$ cat config.mk
export PLATFORM = sky130hd
export DESIGN_NAME = cwd_watchdog
export DESIGN_NICKNAME = d
export VERILOG_FILES = /design/src/rtl/cwd_pkg.sv /design/src/rtl/cwd_tick_gen.sv /design/src/rtl/cwd_watchdog.sv
export SDC_FILE = /design/constraint.sdc
export NUM_CORES = 1
export LEC_CHECK = 0
export BUFFER_PORTS_ARGS = -buffer_cell sky130_fd_sc_hd__buf_2
export CAP_MARGIN = 20
export CORE_ASPECT_RATIO = 1.4
export CORE_MARGIN = 5
export CORE_UTILIZATION = 63
export CTS_BUF_LIST = sky130_fd_sc_hd__clkbuf_8 sky130_fd_sc_hd__clkbuf_16
export DETAILED_ROUTE_END_ITERATION = 8
export PLACE_DENSITY = 0.85
export SLEW_MARGIN = 20
export SYNTH_ARGS = -nofsm -noshare
export SYNTH_HDL_FRONTEND = slang
export SYNTH_SLANG_ARGS = --single-unit
$ cat constraint.sdc
create_clock -name CORE_CLK_I -period 6.1 [get_ports CORE_CLK_I]
set_clock_uncertainty 0.1 [all_clocks]
set_input_delay 0.305 -clock CORE_CLK_I [delete_from_list [all_inputs] [get_ports CORE_CLK_I]]
set_output_delay 0.305 -clock CORE_CLK_I [all_outputs]
set_load 0.01 [all_outputs]
$ cat src/rtl/cwd_pkg.sv
// constants for the countdown watchdog timer
// assumes a 250 MHz core clock and an APB register bus with 32-bit data
package cwd_pkg;
   // register byte offsets
   localparam logic [11:0] CWD_OFS_START      = 12'h000;
   localparam logic [11:0] CWD_OFS_TIMEOUT    = 12'h100;
   localparam logic [11:0] CWD_OFS_INT_SET    = 12'h304;
   localparam logic [11:0] CWD_OFS_INT_CLR    = 12'h308;
   localparam logic [11:0] CWD_OFS_RUN_STAT   = 12'h400;
   localparam logic [11:0] CWD_OFS_REQ_STAT   = 12'h404;
   localparam logic [11:0] CWD_OFS_RELOAD_VAL = 12'h504;
   localparam logic [11:0] CWD_OFS_RREQ_EN    = 12'h508;
   localparam logic [11:0] CWD_OFS_CONFIG     = 12'h50C;
   localparam logic [11:0] CWD_OFS_RREQ_BASE  = 12'h600;
   localparam logic [11:0] CWD_OFS_RREQ_LAST  = 12'h61C;
   localparam logic [11:0] CWD_OFS_SLEEP_IN   = 12'h700;
   // field positions
   localparam int          CWD_CFG_SLEEP_BIT  = 0;
   localparam int          CWD_CFG_HALT_BIT   = 3;
   // reset values and keys
   localparam logic [31:0] CWD_RELOAD_RST     = 32'hFFFFFFFF;
   localparam logic [7:0]  CWD_RREQ_EN_RST    = 8'h01;
   localparam logic [31:0] CWD_RELOAD_KEY     = 32'h6E524635;
   // timing
   localparam longint      CWD_CORE_HZ        = 64'd250000000;
   localparam longint      CWD_SLOW_HZ        = 64'd32768;
   localparam int          CWD_SLOW_DIV       = int'(CWD_CORE_HZ / CWD_SLOW_HZ);
   localparam int          CWD_RESET_DELAY    = 2;
endpackage

$ cat src/rtl/cwd_tick_gen.sv
// slow clock tick generator: one-cycle enable every DIV core cycles
// assumes a single core clock domain
`timescale 1ns/1ps
`default_nettype none
module cwd_tick_gen #(
   parameter int DIV = 7629
) (
   // clock and reset
   input  wire logic clk_i,
   input  wire logic rst_b_i,
   // tick out
   output logic      tick_o
);
   initial begin
      if (DIV < 2) $error("cwd_tick_gen: DIV must be at least 2");
   end

   localparam int          CW     = $clog2(DIV);
   localparam logic [CW-1:0] TOP = CW'(DIV - 1);

   logic [CW-1:0] cnt_q;
   wire           wrap = (cnt_q == TOP);

   always_ff @(posedge clk_i or negedge rst_b_i) begin
      if (!rst_b_i) begin
         cnt_q  <= '0;
         tick_o <= 1'b0;
      end else begin
         cnt_q  <= wrap ? '0 : cnt_q + 1'b1;
         tick_o <= wrap;
      end
   end
endmodule
`default_nettype wire

$ cat src/rtl/cwd_watchdog.sv
// countdown watchdog timer top: APB slave, down-counter, reload logic, reset request
// assumes APB master on CORE_CLK_I; sleep and halt levels arrive from other clock domains
`timescale 1ns/1ps
`default_nettype none
module cwd_watchdog
   import cwd_pkg::*;
#(
   parameter int SLOW_DIV = CWD_SLOW_DIV,
   parameter int NUM_RREQ = 8
) (
   // clock and reset
   input  wire logic        CORE_CLK_I,
   input  wire logic        RST_B_I,
   // apb slave
   input  wire logic        PSEL_I,
   input  wire logic        PENABLE_I,
   input  wire logic        PWRITE_I,
   input  wire logic [11:0] PADDR_I,
   input  wire logic [31:0] PWDATA_I,
   output logic [31:0]      PRDATA_O,
   output logic             PREADY_O,
   output logic             PSLVERR_O,
   // system status in
   input  wire logic        CPU_SLEEP_I,
   input  wire logic        DEBUG_HALT_I,
   input  wire logic        SLOW_SRC_RUNNING_I,
   // system control out
   output logic             RC_OSC_FORCE_O,
   output logic             TIMEOUT_IRQ_O,
   output logic             WDOG_RESET_REQ_O
);
   initial begin
      if (NUM_RREQ != 8) $error("cwd_watchdog: NUM_RREQ must be 8");
   end

   // slow clock enable
   logic slow_tick;
   cwd_tick_gen #(.DIV(SLOW_DIV)) u_tick (
      .clk_i   (CORE_CLK_I),
      .rst_b_i (RST_B_I),
      .tick_o  (slow_tick)
   );

   // three-stage sync for foreign levels
   logic [2:0] sleep_sy_q;
   logic [2:0] halt_sy_q;
   logic [2:0] src_sy_q;
   logic       sleep_q;
   logic       halt_q;
   logic       src_q;

   always_ff @(posedge CORE_CLK_I or negedge RST_B_I) begin
      if (!RST_B_I) begin
         sleep_sy_q <= 3'h0;
         halt_sy_q  <= 3'h0;
         src_sy_q   <= 3'h0;
         sleep_q    <= 1'b0;
         halt_q     <= 1'b0;
         src_q      <= 1'b0;
      end else begin
         sleep_sy_q <= {sleep_sy_q[1:0], CPU_SLEEP_I};
         halt_sy_q  <= {halt_sy_q[1:0], DEBUG_HALT_I};
         src_sy_q   <= {src_sy_q[1:0], SLOW_SRC_RUNNING_I};
         if (sleep_sy_q[2] == sleep_sy_q[1]) sleep_q <= sleep_sy_q[2];
         if (halt_sy_q[2] == halt_sy_q[1])   halt_q  <= halt_sy_q[2];
         if (src_sy_q[2] == src_sy_q[1])     src_q   <= src_sy_q[2];
      end
   end

   // state
   logic [31:0]         reload_value_q;
   logic [NUM_RREQ-1:0] reload_request_enable_q;
   logic                pause_sleep_q;
   logic                pause_halt_q;
   logic                int_en_q;
   logic                running_q;
   logic [31:0]         count_q;
   logic [NUM_RREQ-1:0] key_seen_q;
   logic                timeout_ev_q;
   logic                rst_pend_q;
   logic [1:0]          rst_dly_q;
   logic                wdog_rst_q;
   logic [31:0]         prdata_q;

   // bus decode
   wire       acc       = PSEL_I && PENABLE_I;
   wire       wr        = acc && PWRITE_I;
   wire       rd        = acc && !PWRITE_I;
   wire       cfg_open  = !running_q;
   wire       in_rreq   = (PADDR_I >= CWD_OFS_RREQ_BASE) && (PADDR_I <= CWD_OFS_RREQ_LAST)
                          && (PADDR_I[1:0] == 2'b00);
   wire [2:0] rreq_idx  = PADDR_I[4:2];
   wire       key_ok    = (PWDATA_I == CWD_RELOAD_KEY);
   wire       wr_start  = wr && (PADDR_I == CWD_OFS_START) && PWDATA_I[0];
   wire       wr_tmo    = wr && (PADDR_I == CWD_OFS_TIMEOUT);
   wire       wr_iset   = wr && (PADDR_I == CWD_OFS_INT_SET) && PWDATA_I[0];
   wire       wr_iclr   = wr && (PADDR_I == CWD_OFS_INT_CLR) && PWDATA_I[0];
   wire       wr_rval   = wr && (PADDR_I == CWD_OFS_RELOAD_VAL) && cfg_open;
   wire       wr_reload_request_enable   = wr && (PADDR_I == CWD_OFS_RREQ_EN) && cfg_open;
   wire       wr_cfg    = wr && (PADDR_I == CWD_OFS_CONFIG) && cfg_open;
   wire       wr_key    = wr && in_rreq && key_ok && running_q
                          && reload_request_enable_q[rreq_idx];
   wire       mapped    = (PADDR_I == CWD_OFS_START) || (PADDR_I == CWD_OFS_TIMEOUT)
                          || (PADDR_I == CWD_OFS_INT_SET) || (PADDR_I == CWD_OFS_INT_CLR)
                          || (PADDR_I == CWD_OFS_RUN_STAT) || (PADDR_I == CWD_OFS_REQ_STAT)
                          || (PADDR_I == CWD_OFS_RELOAD_VAL) || (PADDR_I == CWD_OFS_RREQ_EN)
                          || (PADDR_I == CWD_OFS_CONFIG) || in_rreq;

   // reload qualification
   wire [NUM_RREQ-1:0] key_seen_d = key_seen_q
                                    | (wr_key ? NUM_RREQ'(1) << rreq_idx : '0);
   wire grant = running_q
                && ((key_seen_d & reload_request_enable_q) == reload_request_enable_q);

   // pause control
   wire paused = (pause_sleep_q && sleep_q) || (pause_halt_q && halt_q);
   wire step   = running_q && slow_tick && !paused;
   wire wrap   = step && (count_q == 32'h0);

   // read mux
   logic [31:0] rdata;
   always_comb begin
      rdata = 32'h0;
      if (in_rreq) begin
         rdata = 32'h0;
      end else begin
         unique case (PADDR_I)
            CWD_OFS_TIMEOUT:    rdata = {31'h0, timeout_ev_q};
            CWD_OFS_INT_SET:    rdata = {31'h0, int_en_q};
            CWD_OFS_INT_CLR:    rdata = {31'h0, int_en_q};
            CWD_OFS_RUN_STAT:   rdata = {31'h0, running_q};
            CWD_OFS_REQ_STAT:   rdata = {24'h0, reload_request_enable_q & ~key_seen_q};
            CWD_OFS_RELOAD_VAL: rdata = reload_value_q;
            CWD_OFS_RREQ_EN:    rdata = {24'h0, reload_request_enable_q};
            CWD_OFS_CONFIG:     rdata = {28'h0, pause_halt_q, 2'b00, pause_sleep_q};
            default:            rdata = 32'h0;
         endcase
      end
   end

   // configuration, unlocked only by reset; interrupt enable stays writable while running
   always_ff @(posedge CORE_CLK_I or negedge RST_B_I) begin
      if (!RST_B_I) begin
         reload_value_q          <= CWD_RELOAD_RST;
         reload_request_enable_q <= CWD_RREQ_EN_RST;
         pause_sleep_q           <= 1'b0;
         pause_halt_q            <= 1'b0;
         int_en_q                <= 1'b0;
      end else begin
         if (wr_rval) reload_value_q <= PWDATA_I;
         if (wr_reload_request_enable) reload_request_enable_q <= PWDATA_I[NUM_RREQ-1:0];
         if (wr_cfg) begin
            pause_sleep_q <= PWDATA_I[CWD_CFG_SLEEP_BIT];
            pause_halt_q  <= PWDATA_I[CWD_CFG_HALT_BIT];
         end
         if (wr_iset) int_en_q <= 1'b1;
         else if (wr_iclr) int_en_q <= 1'b0;
      end
   end

   // run state and counter
   always_ff @(posedge CORE_CLK_I or negedge RST_B_I) begin
      if (!RST_B_I) begin
         running_q  <= 1'b0;
         count_q    <= CWD_RELOAD_RST;
         key_seen_q <= '0;
      end else begin
         if (wr_start && !running_q) begin
            running_q <= 1'b1;
            count_q   <= reload_value_q;
            key_seen_q <= '0;
         end else if (grant) begin
            count_q    <= reload_value_q;
            key_seen_q <= '0;
         end else begin
            key_seen_q <= key_seen_d;
            if (step) count_q <= count_q - 32'h1;
         end
      end
   end

   // timeout event and reset sequencing
   always_ff @(posedge CORE_CLK_I or negedge RST_B_I) begin
      if (!RST_B_I) begin
         timeout_ev_q <= 1'b0;
         rst_pend_q   <= 1'b0;
         rst_dly_q    <= 2'h0;
         wdog_rst_q   <= 1'b0;
      end else begin
         if (wrap) timeout_ev_q <= 1'b1;
         else if (wr_tmo && !PWDATA_I[0]) timeout_ev_q <= 1'b0;
         if (wrap && !rst_pend_q) begin
            rst_pend_q <= 1'b1;
            rst_dly_q  <= int_en_q ? 2'(CWD_RESET_DELAY) : 2'h0;
            if (!int_en_q) wdog_rst_q <= 1'b1;
         end else if (rst_pend_q && !wdog_rst_q && slow_tick) begin
            if (rst_dly_q <= 2'h1) wdog_rst_q <= 1'b1;
            rst_dly_q <= rst_dly_q - 2'h1;
         end
      end
   end

   always_ff @(posedge CORE_CLK_I or negedge RST_B_I) begin
      if (!RST_B_I) prdata_q <= 32'h0;
      else if (PSEL_I && !PENABLE_I && !PWRITE_I) prdata_q <= 32'h0;
      else if (rd) prdata_q <= rdata;
   end

   // outputs
   assign PRDATA_O         = rd ? rdata : prdata_q;
   assign PREADY_O         = 1'b1;
   assign PSLVERR_O        = acc && !mapped;
   assign RC_OSC_FORCE_O   = running_q && !src_q;
   assign TIMEOUT_IRQ_O    = timeout_ev_q && int_en_q;
   assign WDOG_RESET_REQ_O = wdog_rst_q;
endmodule
`default_nettype wire

Word-level counts from Yosys, hierarchy flattened
Cells that the tools add are included.
{"block": "totals", "register_bits": 147, "output_inout_bits": 37, "wordCells": 139}
{"block": "classes", "addsub": 3, "magnitude_cmp": 4, "n_eq_ne": 15, "shifts": 1, "mux": 24, "bitwise_logic": 4, "reduce_logical": 67}
{"operator": "$pmux W32 S7", "n": 1}
{"operator": "$mux W32", "n": 6}
{"operator": "$eq A12 B11 Y1 const B", "n": 5}
{"operator": "$logic_and A1 B1 Y1", "n": 38}
{"operator": "$eq A32 B31 Y1 const B", "n": 1}
{"operator": "$logic_not A32 Y1", "n": 1}
{"operator": "$sub A32 B1 Y32 const B", "n": 1}
{"operator": "$eq A12 B10 Y1 const B", "n": 2}
{"operator": "$mux W8", "n": 3}
{"operator": "$and A8 B8 Y8", "n": 2}
{"operator": "$add A13 B1 Y13 const B", "n": 1}
{"operator": "$eq A13 B13 Y1 const B", "n": 1}
{"operator": "$mux W13", "n": 1}
{"operator": "$eq A12 B9 Y1 const B", "n": 1}
{"operator": "$ge A12 B11 Y1 const B", "n": 1}
{"operator": "$le A12 B11 Y1 const B", "n": 1}
{"operator": "$logic_not A12 Y1", "n": 1}
{"operator": "$logic_or A1 B1 Y1", "n": 10}
{"operator": "$logic_not A1 Y1", "n": 9}
{"operator": "$mux W1", "n": 9}
{"operator": "$eq A8 B8 Y1", "n": 1}
{"operator": "$not A8 Y8", "n": 1}
{"operator": "$or A8 B8 Y8", "n": 1}
{"operator": "$reduce_bool A2 Y1", "n": 4}
{"operator": "other kinds (12)", "n": 16}

Logic depth before layout (Yosys ltp)
Gate-level depths: netlist (run 1).
{"block": "depth", "depth_word": 14, "ltp_mapped": 10, "ltp_nobuf": 9}

By module
Synthesis (run 1) repeated with hierarchy kept, for this count alone.
{"block": "hier_totals", "cells_unflattened": 669, "hier_area_um2": 7470.9}
{"mod": "cwd_watchdog", "n_inst": 1, "cells_per_inst": 606, "area_per_inst_um2": 6805.3, "seq_area_each_um2": 3409.5}
{"mod": "cwd_tick_gen", "n_inst": 1, "cells_per_inst": 63, "area_per_inst_um2": 665.6, "seq_area_each_um2": 350.3}

Worst setup path after synthesis (run 1)
No wires, ideal clock.
{"block": "synth_path", "path_kind": "register to register", "from": "register count_q[6]", "to": "register count_q[16]", "setup_ns": 0.085, "t_arrival_ns": 2.409, "required_time_ns": 5.915, "setup_slack_ns": 3.506, "stages_incl_launch_ff": 8, "path_buffers": 1, "synth_period_minus_slack_ns": 2.594, "cell_sequence": "dfstp_2 or4_1 or2_1 or2_1 clkbuf_1 or4_1 xnor2_1 mux2_1"}
{"block": "synth_via", "elab_chain_len": 4}
{"element": "start: declaration", "line": "cwd_watchdog.sv:77", "rtl": "logic [31:0] count_q;"}
{"element": "start signal: assignment", "line": "cwd_watchdog.sv:170", "rtl": "count_q <= reload_value_q;"}
{"element": "start signal: assignment", "line": "cwd_watchdog.sv:173", "rtl": "count_q <= reload_value_q;"}
{"element": "start signal: assignment", "line": "cwd_watchdog.sv:177", "rtl": "if (step) count_q <= count_q - 32'h1;"}
{"element": "$sub A32 B1 Y32", "line": "cwd_watchdog.sv:177"}
{"element": "$mux W32", "line": "cwd_watchdog.sv:177"}
{"element": "$mux W32", "line": "cwd_watchdog.sv:172", "rtl": "end else if (grant) begin"}
{"element": "$mux W32", "line": "cwd_watchdog.sv:168", "rtl": "if (wr_start && !running_q) begin"}
No other way between the ends. The select of a mux whose other input is x is not followed.
A chain may end at the register's enable or synchronous reset.

Worst setup path after layout (run 1)
{"block": "layout_path", "from": "register running_q", "to": "register count_q[4]"}
{"block": "layout_via", "elab_chain_len": 9, "word_cells_on_any_way": 14, "cone_classes": "1 x eq/ne; 3 x mux; 2 x bitwise; 8 x reduce/logical"}
{"element": "start: declaration", "line": "cwd_watchdog.sv:76", "rtl": "logic running_q;"}
{"element": "start signal: assignment", "line": "cwd_watchdog.sv:164", "rtl": "running_q <= 1'b0;"}
{"element": "start signal: assignment", "line": "cwd_watchdog.sv:169", "rtl": "running_q <= 1'b1;"}
{"element": "$logic_and A1 B1 Y1", "line": "cwd_watchdog.sv:101", "rtl": "wire wr_key = wr && in_rreq && key_ok && running_q"}
{"element": "$logic_and A1 B1 Y1", "line": "cwd_watchdog.sv:102", "rtl": "&& reload_request_enable_q[rreq_idx];"}
{"element": "$mux W8", "line": "cwd_watchdog.sv:111", "rtl": "| (wr_key ? NUM_RREQ'(1) << rreq_idx : '0);"}
{"element": "$or A8 B8 Y8", "line": "cwd_watchdog.sv:111"}
{"element": "$and A8 B8 Y8", "line": "cwd_watchdog.sv:113", "rtl": "&& ((key_seen_d & reload_request_enable_q) == reload_request_enable_q);"}
{"element": "$eq A8 B8 Y1", "line": "cwd_watchdog.sv:113"}
{"element": "$logic_and A1 B1 Y1", "line": "cwd_watchdog.sv:113"}
{"element": "$mux W32", "line": "cwd_watchdog.sv:172"}
{"element": "$mux W32", "line": "cwd_watchdog.sv:168"}
Parallel ways exist; a longest one is shown, timed or not.

==> metrics.cfg, run 1 <==
[worst_setup_path]
startpoint_type = flip-flop
reg2reg_depth = 8
crit_type = flip-flop to flip-flop
crit_path_end_kind = flip-flop
critical_path.max_fanout = 40
arrival_ps = 3430
cp.required_ps = 6340

[clock_tree]
cts_made_buffers = 17
post_cts_buffers = 0
cts-hold-fix-buffers = 4
cts_root_buffer = clkbuf_16
h-tree-depth = 4
cts.sinks = 147
cts_resized = 0
cts_buffer_depth = 2
clk_pin_slew_ps = 60
cts_tree = yes
clock_latency_ps = 420

[synthesis]
syn_inst = 626
ys_warn_count = 0
synth_common_cells = dfrtp_1, dfstp_2, nor2b_1
synth_async_sr_flop_share_pct = 100
synth.area.top_cells = dfrtp_1, dfstp_2, mux2_2
synth.yosys.seq_area_share_pct = 51.7
ys_seq_elements = 147
synth_area_um2 = 7270
synth_fp_nets = 682
synth.avg_cell_area_um2 = 11.6
netlist.area_leader.share_pct = 28.2
synth_top_cell_by_area = dfrtp_1
ys_dominant_reg_cell = dfrtp_1
synth_cell_types = 65
synth-edff-count = 0
yosys.cell_count.top_type = dfrtp_1

[place]
dp_slack_ps = 2930
hpwl_um = 12200
place.gp.congestion = 1.04
io_buffers = 87
placed_cell_area_um2 = 7820

[detailed_routing]
first_iter_violations = 424
via_count = 5388
viasPerCell = 6.19
wl_um = 18000
firstDrtPassIters = 7
wl_per_cell_um = 20.7
drtAntennaViolNets = 0
drc = 0

[floorplanning]
core_um2 = 11300
die-area_um2 = 13800
num_rows = 46
die_w_um = 101
die_h_um = 137
io_pins = 89
initial_core_util_pct = 64.1

[sta]
grt_setup_unrepaired = false
setup_slack_ps = 2910
period_share_pct = 52.2
tightest_slew_ps = 938
relSlewSlack_pct = 37.5
period_needed_ps = 3190
max_freq_mhz = 314
final_hold_viol_count = 0
setup_viol = 0
tns_ps = 0
drv_slew = 0

[min_path]
hp-class = primary input to flip-flop
hold_depth = 2

[global_route]
grt_pass1_wl_um = 29300
grt_max_degree = 81
track_usage_pct = 27.6
grt_overflow = 0
antenna_found_initial = 0
grt_pass1_vias = 5710

[cells_and_area]
drive_gt1_share_pct = 35.5
area_delta_synth_final_pct = 16.9
multiInputGateArea_um2 = 3350
diodes = 0
fillers = 706
ff_latch_area_um2 = 3760
final_nets = 770
final_area_um2 = 8500

[run_status]
status = completed

[job]
cap_violations = 0

[power_and_ir_drop]
cellPowerDensity_nw_per_um2 = 258
vdd_ir_drop_max_v = 0.000216
p_leak_nw = 4.01

## registers in the layout (all words and copies together) (netlist names), 2 cells and up
name	count
count_q	32
reload_value_q	32
key_seen_q	8
prdata_q	32
halt_sy_q	3
src_sy_q	3
rst_dly_q	2
reload_request_enable_q	8
u_tick.cnt_q	13
sleep_sy_q	3
## critical path, cell delays in order, from the launching register on
cell,delay [ps]
dfrtp_1,630
nand4bb_1,220
nor4_2,470
nand4_1,280
o21ai_0,300
nand4_1,220
o21a_1,160
buf_4,280
mux2_1,400
## through the flow
step / cells / utilization (%) / power [mW] / hold slack (ps)
global placement: 835 / 69.0 / 1.08 / 225
detailed placement: 835 / 69.0 / 1.08 / 239
finish: 870 / 75.0 / 2.19 / 21.5
floorplan: 626 / - / 1.03 / -90.6
CTS: 870 / 75.0 / 2.20 / 12.9
global route: 870 / 75.0 / 2.26 / 12.6
## cell usage in the layout, fill, tap and decap left out, drive strengths merged, types with 16 or more instances in the layout
master  synthesis  routed
buf            12      93
dfrtp          82      82
mux2           75      75
dfstp          65      65
nor2b          46      46
nand2          40      40
nor2           34      34
xor2           27      27
nor3           24      24
a22o           23      23
o21ai          20      20
clkbuf         16      17
xnor2          16      16
## where the power goes
part / switching [mW] / total, mW / internal (mW)
Sequential: 0.00315 / 0.986 / 0.983
Clock: 0.402 / 1.12 / 0.722
Combinational: 0.0542 / 0.0803 / 0.0261
## layer usage
metal,routed length [um],part of all wire (%),up-vias,track usage [%]
li1,-,-,2410,-
met1,6900,38,2691,32.9
met2,9270,51,237,46.6
met3,1130,6.2,50,5.97
met4,736,4.1,0,14.6
met5,0,0,-,0
## final timing paths
path | startpoint | to | slack, ps
min in group asynchronous | RST_B_I | src_sy_q[1] | 330
worst max-delay path | running_q | count_q[4] | 2910
worst max register to register | running_q | count_q[4] | 2910
max in group asynchronous | RST_B_I | rst_dly_q[0] | 4190
worst min-delay path | PWDATA_I[10] | reload_value_q[10] | 20
worst min register to register | src_sy_q[0] | src_sy_q[1] | 250
## cell type report
type	instances	share of cell area, %
flip-flops and latches	147	44.2
multi-input cells	440	39.5
repair buffers	97	6.20
clock buffers	17	5.01
clock inverters	14	2.49
well taps	144	2.12
inverters	11	0.486
## cell families (layout without fill, tap and decap cells)
kind of cell | count (synthesis) | in the layout | synth area share, %
AOI/OAI and AO/OA | 78 | 78 | 7.97
xor gates and xnor gates | 43 | 43 | 5.18
adders and majority gates | 7 | 7 | 1.10
buffers and inverters | 39 | 139 | 2.29
DFF | 147 | 147 | 51.7
muxes | 78 | 78 | 12.4
other | 1 | 1 | 0.0516
and+or+nand+nor | 233 | 233 | 19.3
No activity file was read; power rests on OpenSTA's default activity.
==> inputs of run 2 (changes only) <==
--- a/config.mk
+++ b/config.mk
@@ -9,10 +9,10 @@
 export CAP_MARGIN = 20
 export CORE_ASPECT_RATIO = 1.4
 export CORE_MARGIN = 5
-export CORE_UTILIZATION = 63
+export CORE_UTILIZATION = 58
 export CTS_BUF_LIST = sky130_fd_sc_hd__clkbuf_8 sky130_fd_sc_hd__clkbuf_16
 export DETAILED_ROUTE_END_ITERATION = 8
-export PLACE_DENSITY = 0.85
+export PLACE_DENSITY = 0.79
 export SLEW_MARGIN = 20
 export SYNTH_ARGS = -nofsm -noshare
 export SYNTH_HDL_FRONTEND = slang
==> constraint.sdc (replaced) <==
create_clock -name CORE_CLK_I -period 2.96 [get_ports CORE_CLK_I]
set_clock_uncertainty 0.1 [all_clocks]
set_input_delay 0.148 -clock CORE_CLK_I [delete_from_list [all_inputs] [get_ports CORE_CLK_I]]
set_output_delay 0.148 -clock CORE_CLK_I [all_outputs]
set_load 0.01 [all_outputs]
==> run 2 against run 1 <==
Net effect:
- routed wire length increased by 2.1%
- worst hold slack improved by 62 ps
- maximum frequency increased by 12%
- sequential share of layout area decreased by 1.9 points
- cell count increased by 5.4%
==> metrics.cfg, run 2 (same netlist as run 1, synthesis figures left out) <==
[worst_setup_path]
crit_slowest_cell = or4_4  ; was dfrtp_1
crit_type = flip-flop to flip-flop  ; unchanged
ff2ff_setup_slack_ps = 120  ; was 2910 ps
crit_path_cell_trace = or4_4 -> or4_4 -> nor4_4 -> nand2_2 -> nor2_4 -> nor3_1 -> a221o_1  ; was nand4bb_1 -> nor4_2 -> nand4_1 -> o21ai_0 -> nand4_1 -> o21a_1 -> buf_4 -> mux2_1
cpPeakStageDelay_ps = 570  ; was 630 ps
startpoint_type = flip-flop  ; unchanged
critical_path.max_fanout = 5  ; was 40
cp_common_cell = or4_4  ; was nand4_1
cp.required_ps = 3160  ; was 6340 ps
crit_path_end_kind = flip-flop  ; unchanged
arrival_ps = 3050  ; was 3430 ps

[sta]
setup_slack_ps = 115  ; was 2910 ps
tightest_slew_ps = 645  ; was 938 ps
period_share_pct = 96.1  ; was 52.2%
max_freq_mhz = 351  ; was 314 MHz
period_needed_ps = 2840  ; was 3190 ps
final_hold_viol_count = 0  ; unchanged
grt_setup_unrepaired = false  ; unchanged
drv_slew = 0  ; unchanged
tns_ps = 0  ; unchanged
relSlewSlack_pct = 57.0  ; was 37.5%
fin_hold_ws_ps = 83.5  ; was 21.5 ps
setup_viol = 0  ; unchanged

[global_route]
use_met1_pct = 29.9  ; was 32.9%
track_usage_pct = 25.3  ; was 27.6%
grt_pass1_vias = 5910  ; was 5710
grt_pass1_wl_um = 30100  ; was 29300 um
grt_overflow = 0  ; unchanged
antenna_found_initial = 1  ; was 0
grt.busiest_layer = met2  ; unchanged
grt_use_met3_pct = 5.27  ; was 5.97%
grt_max_degree = 81  ; unchanged
met2_usage_pct = 44.1  ; was 46.6%

[floorplanning]
io_pins = 89  ; unchanged
initial_core_util_pct = 59.0  ; was 64.1%
die-area_um2 = 14900  ; was 13800 um^2
die_w_um = 105  ; was 101 um
core_um2 = 12300  ; was 11300 um^2
num_rows = 48  ; was 46
die_h_um = 142  ; was 137 um

[detailed_routing]
drc = 0  ; unchanged
firstDrtPassIters = 5  ; was 7
first_iter_violations = 301  ; was 424
wl_per_cell_um = 20.1  ; was 20.7 um
viasPerCell = 5.98  ; was 6.19
via_count = 5488  ; was 5388
wl_um = 18400  ; was 18000 um
drtAntennaViolNets = 0  ; unchanged

[cells_and_area]
drive_gt1_share_pct = 34.6  ; was 35.5%
final_area_um2 = 8870  ; was 8500 um^2
final_nets = 809  ; was 770
final_common_cell = buf_2  ; unchanged
reg_top3 = count_q (32), prdata_q (32), reload_value_q (32)  ; unchanged
area_delta_synth_final_pct = 22.0  ; was 16.9%
mostFrequentLayoutCells = buf_2, dfrtp_1, dfstp_2  ; unchanged
fillers = 838  ; was 706

[power_and_ir_drop]
cellPowerDensity_nw_per_um2 = 497  ; was 258 nW/um^2
vdd_ir_drop_max_v = 0.000330  ; was 0.000216 V
p_leak_nw = 4.18  ; was 4.01 nW

[place]
dp_slack_ps = 202  ; was 2930 ps
io_buffers = 87  ; unchanged
place.gp.congestion = 1.00  ; was 1.04
hpwl_um = 12000  ; was 12200 um
placed_cell_area_um2 = 7910  ; was 7820 um^2

[run_status]
status = completed  ; unchanged

[clock_tree]
cts_buffer_depth = 2  ; unchanged
cts.sinks = 147  ; unchanged
h-tree-depth = 4  ; unchanged
cts_root_buffer = clkbuf_16  ; unchanged
clock_latency_ps = 420  ; about the same
cts_tree = yes  ; unchanged
post_cts_buffers = 0  ; unchanged
clk_pin_slew_ps = 60  ; about the same
cts_made_buffers = 17  ; unchanged

[min_path]
hp-class = primary input to flip-flop  ; unchanged

[job]
cap_violations = 0  ; unchanged

[run 2: cell types whose count changed in the layout (fill, tap and decap cells not counted), moves of 2 or more]
cell           previous run  this run
buf_12                    0         2
buf_4                     6        11
bufinv_16                 5         2
clkinv_2                  4         2
dlygate4sd3_1             4        36
inv_6                     1         4
[run 2: cell type report]
cell class                 count  area (um^2)  share of cell area (%)
clock buffer                  18          439                    4.95
timing repair buffer         136          925                    10.4
clock inverter                14          153                    1.72
sequential                   147         3760                    42.4
antenna                        1         2.50                  0.0282
tap                          150          188                    2.12
inverter                      11         41.3                   0.465
multi-input combinational    440         3360                    37.9
[run 2: routing by layer]
layer | up-vias | share of wire, %
met5 | - | 0
met4 | 0 | 3.1
met3 | 47 | 5.0
met2 | 196 | 53
met1 | 2752 | 39
li1 | 2493 | -
[run 2: where the power goes]
group | internal, mW | switching (mW) | total (mW) | leakage (nW)
sequential | 2.03 | 0.00629 | 2.03 | 1.76
clock | 1.28 | 0.896 | 2.17 | 0.287
combinational | 0.0839 | 0.119 | 0.203 | 2.13
[run 2: worst paths after layout]
check | start | endpoint | cells after the start
min reg2reg | halt_sy_q[0] | halt_sy_q[1] | 0
min in group asynchronous | RST_B_I | src_sy_q[2] | 2
max | count_q[20] | rst_dly_q[1] | 7
max in group asynchronous | RST_B_I | count_q[19] | 3
max reg2reg | count_q[20] | rst_dly_q[1] | 7
min | PADDR_I[3] | int_en_q | 2
[run 2: what timing repair did]
item                                    in CTS  in global routing
endpoints found under the setup margin       0                 24
gates resized for setup                      0                  1
hold endpoints to repair                    88                  0
hold buffers                                36                  0
[run 2: per-stage QoR]
step	power, mW	std cells	util (%)
3_5_place_dp	2.23	848	64.2
4_1_cts	4.43	916	72.0
5_1_grt	4.55	917	72.1
2_1_floorplan	2.12	626	-
3_3_place_gp	2.22	848	64.2
6_report	4.41	917	72.1
[run 2: critical path: cells and delay by family (launching register included)]
family / cells / cell delay [ps]
DFF: 1 / 380
and+or+nand+nor: 6 / 1990
AOI/OAI and AO/OA: 1 / 260
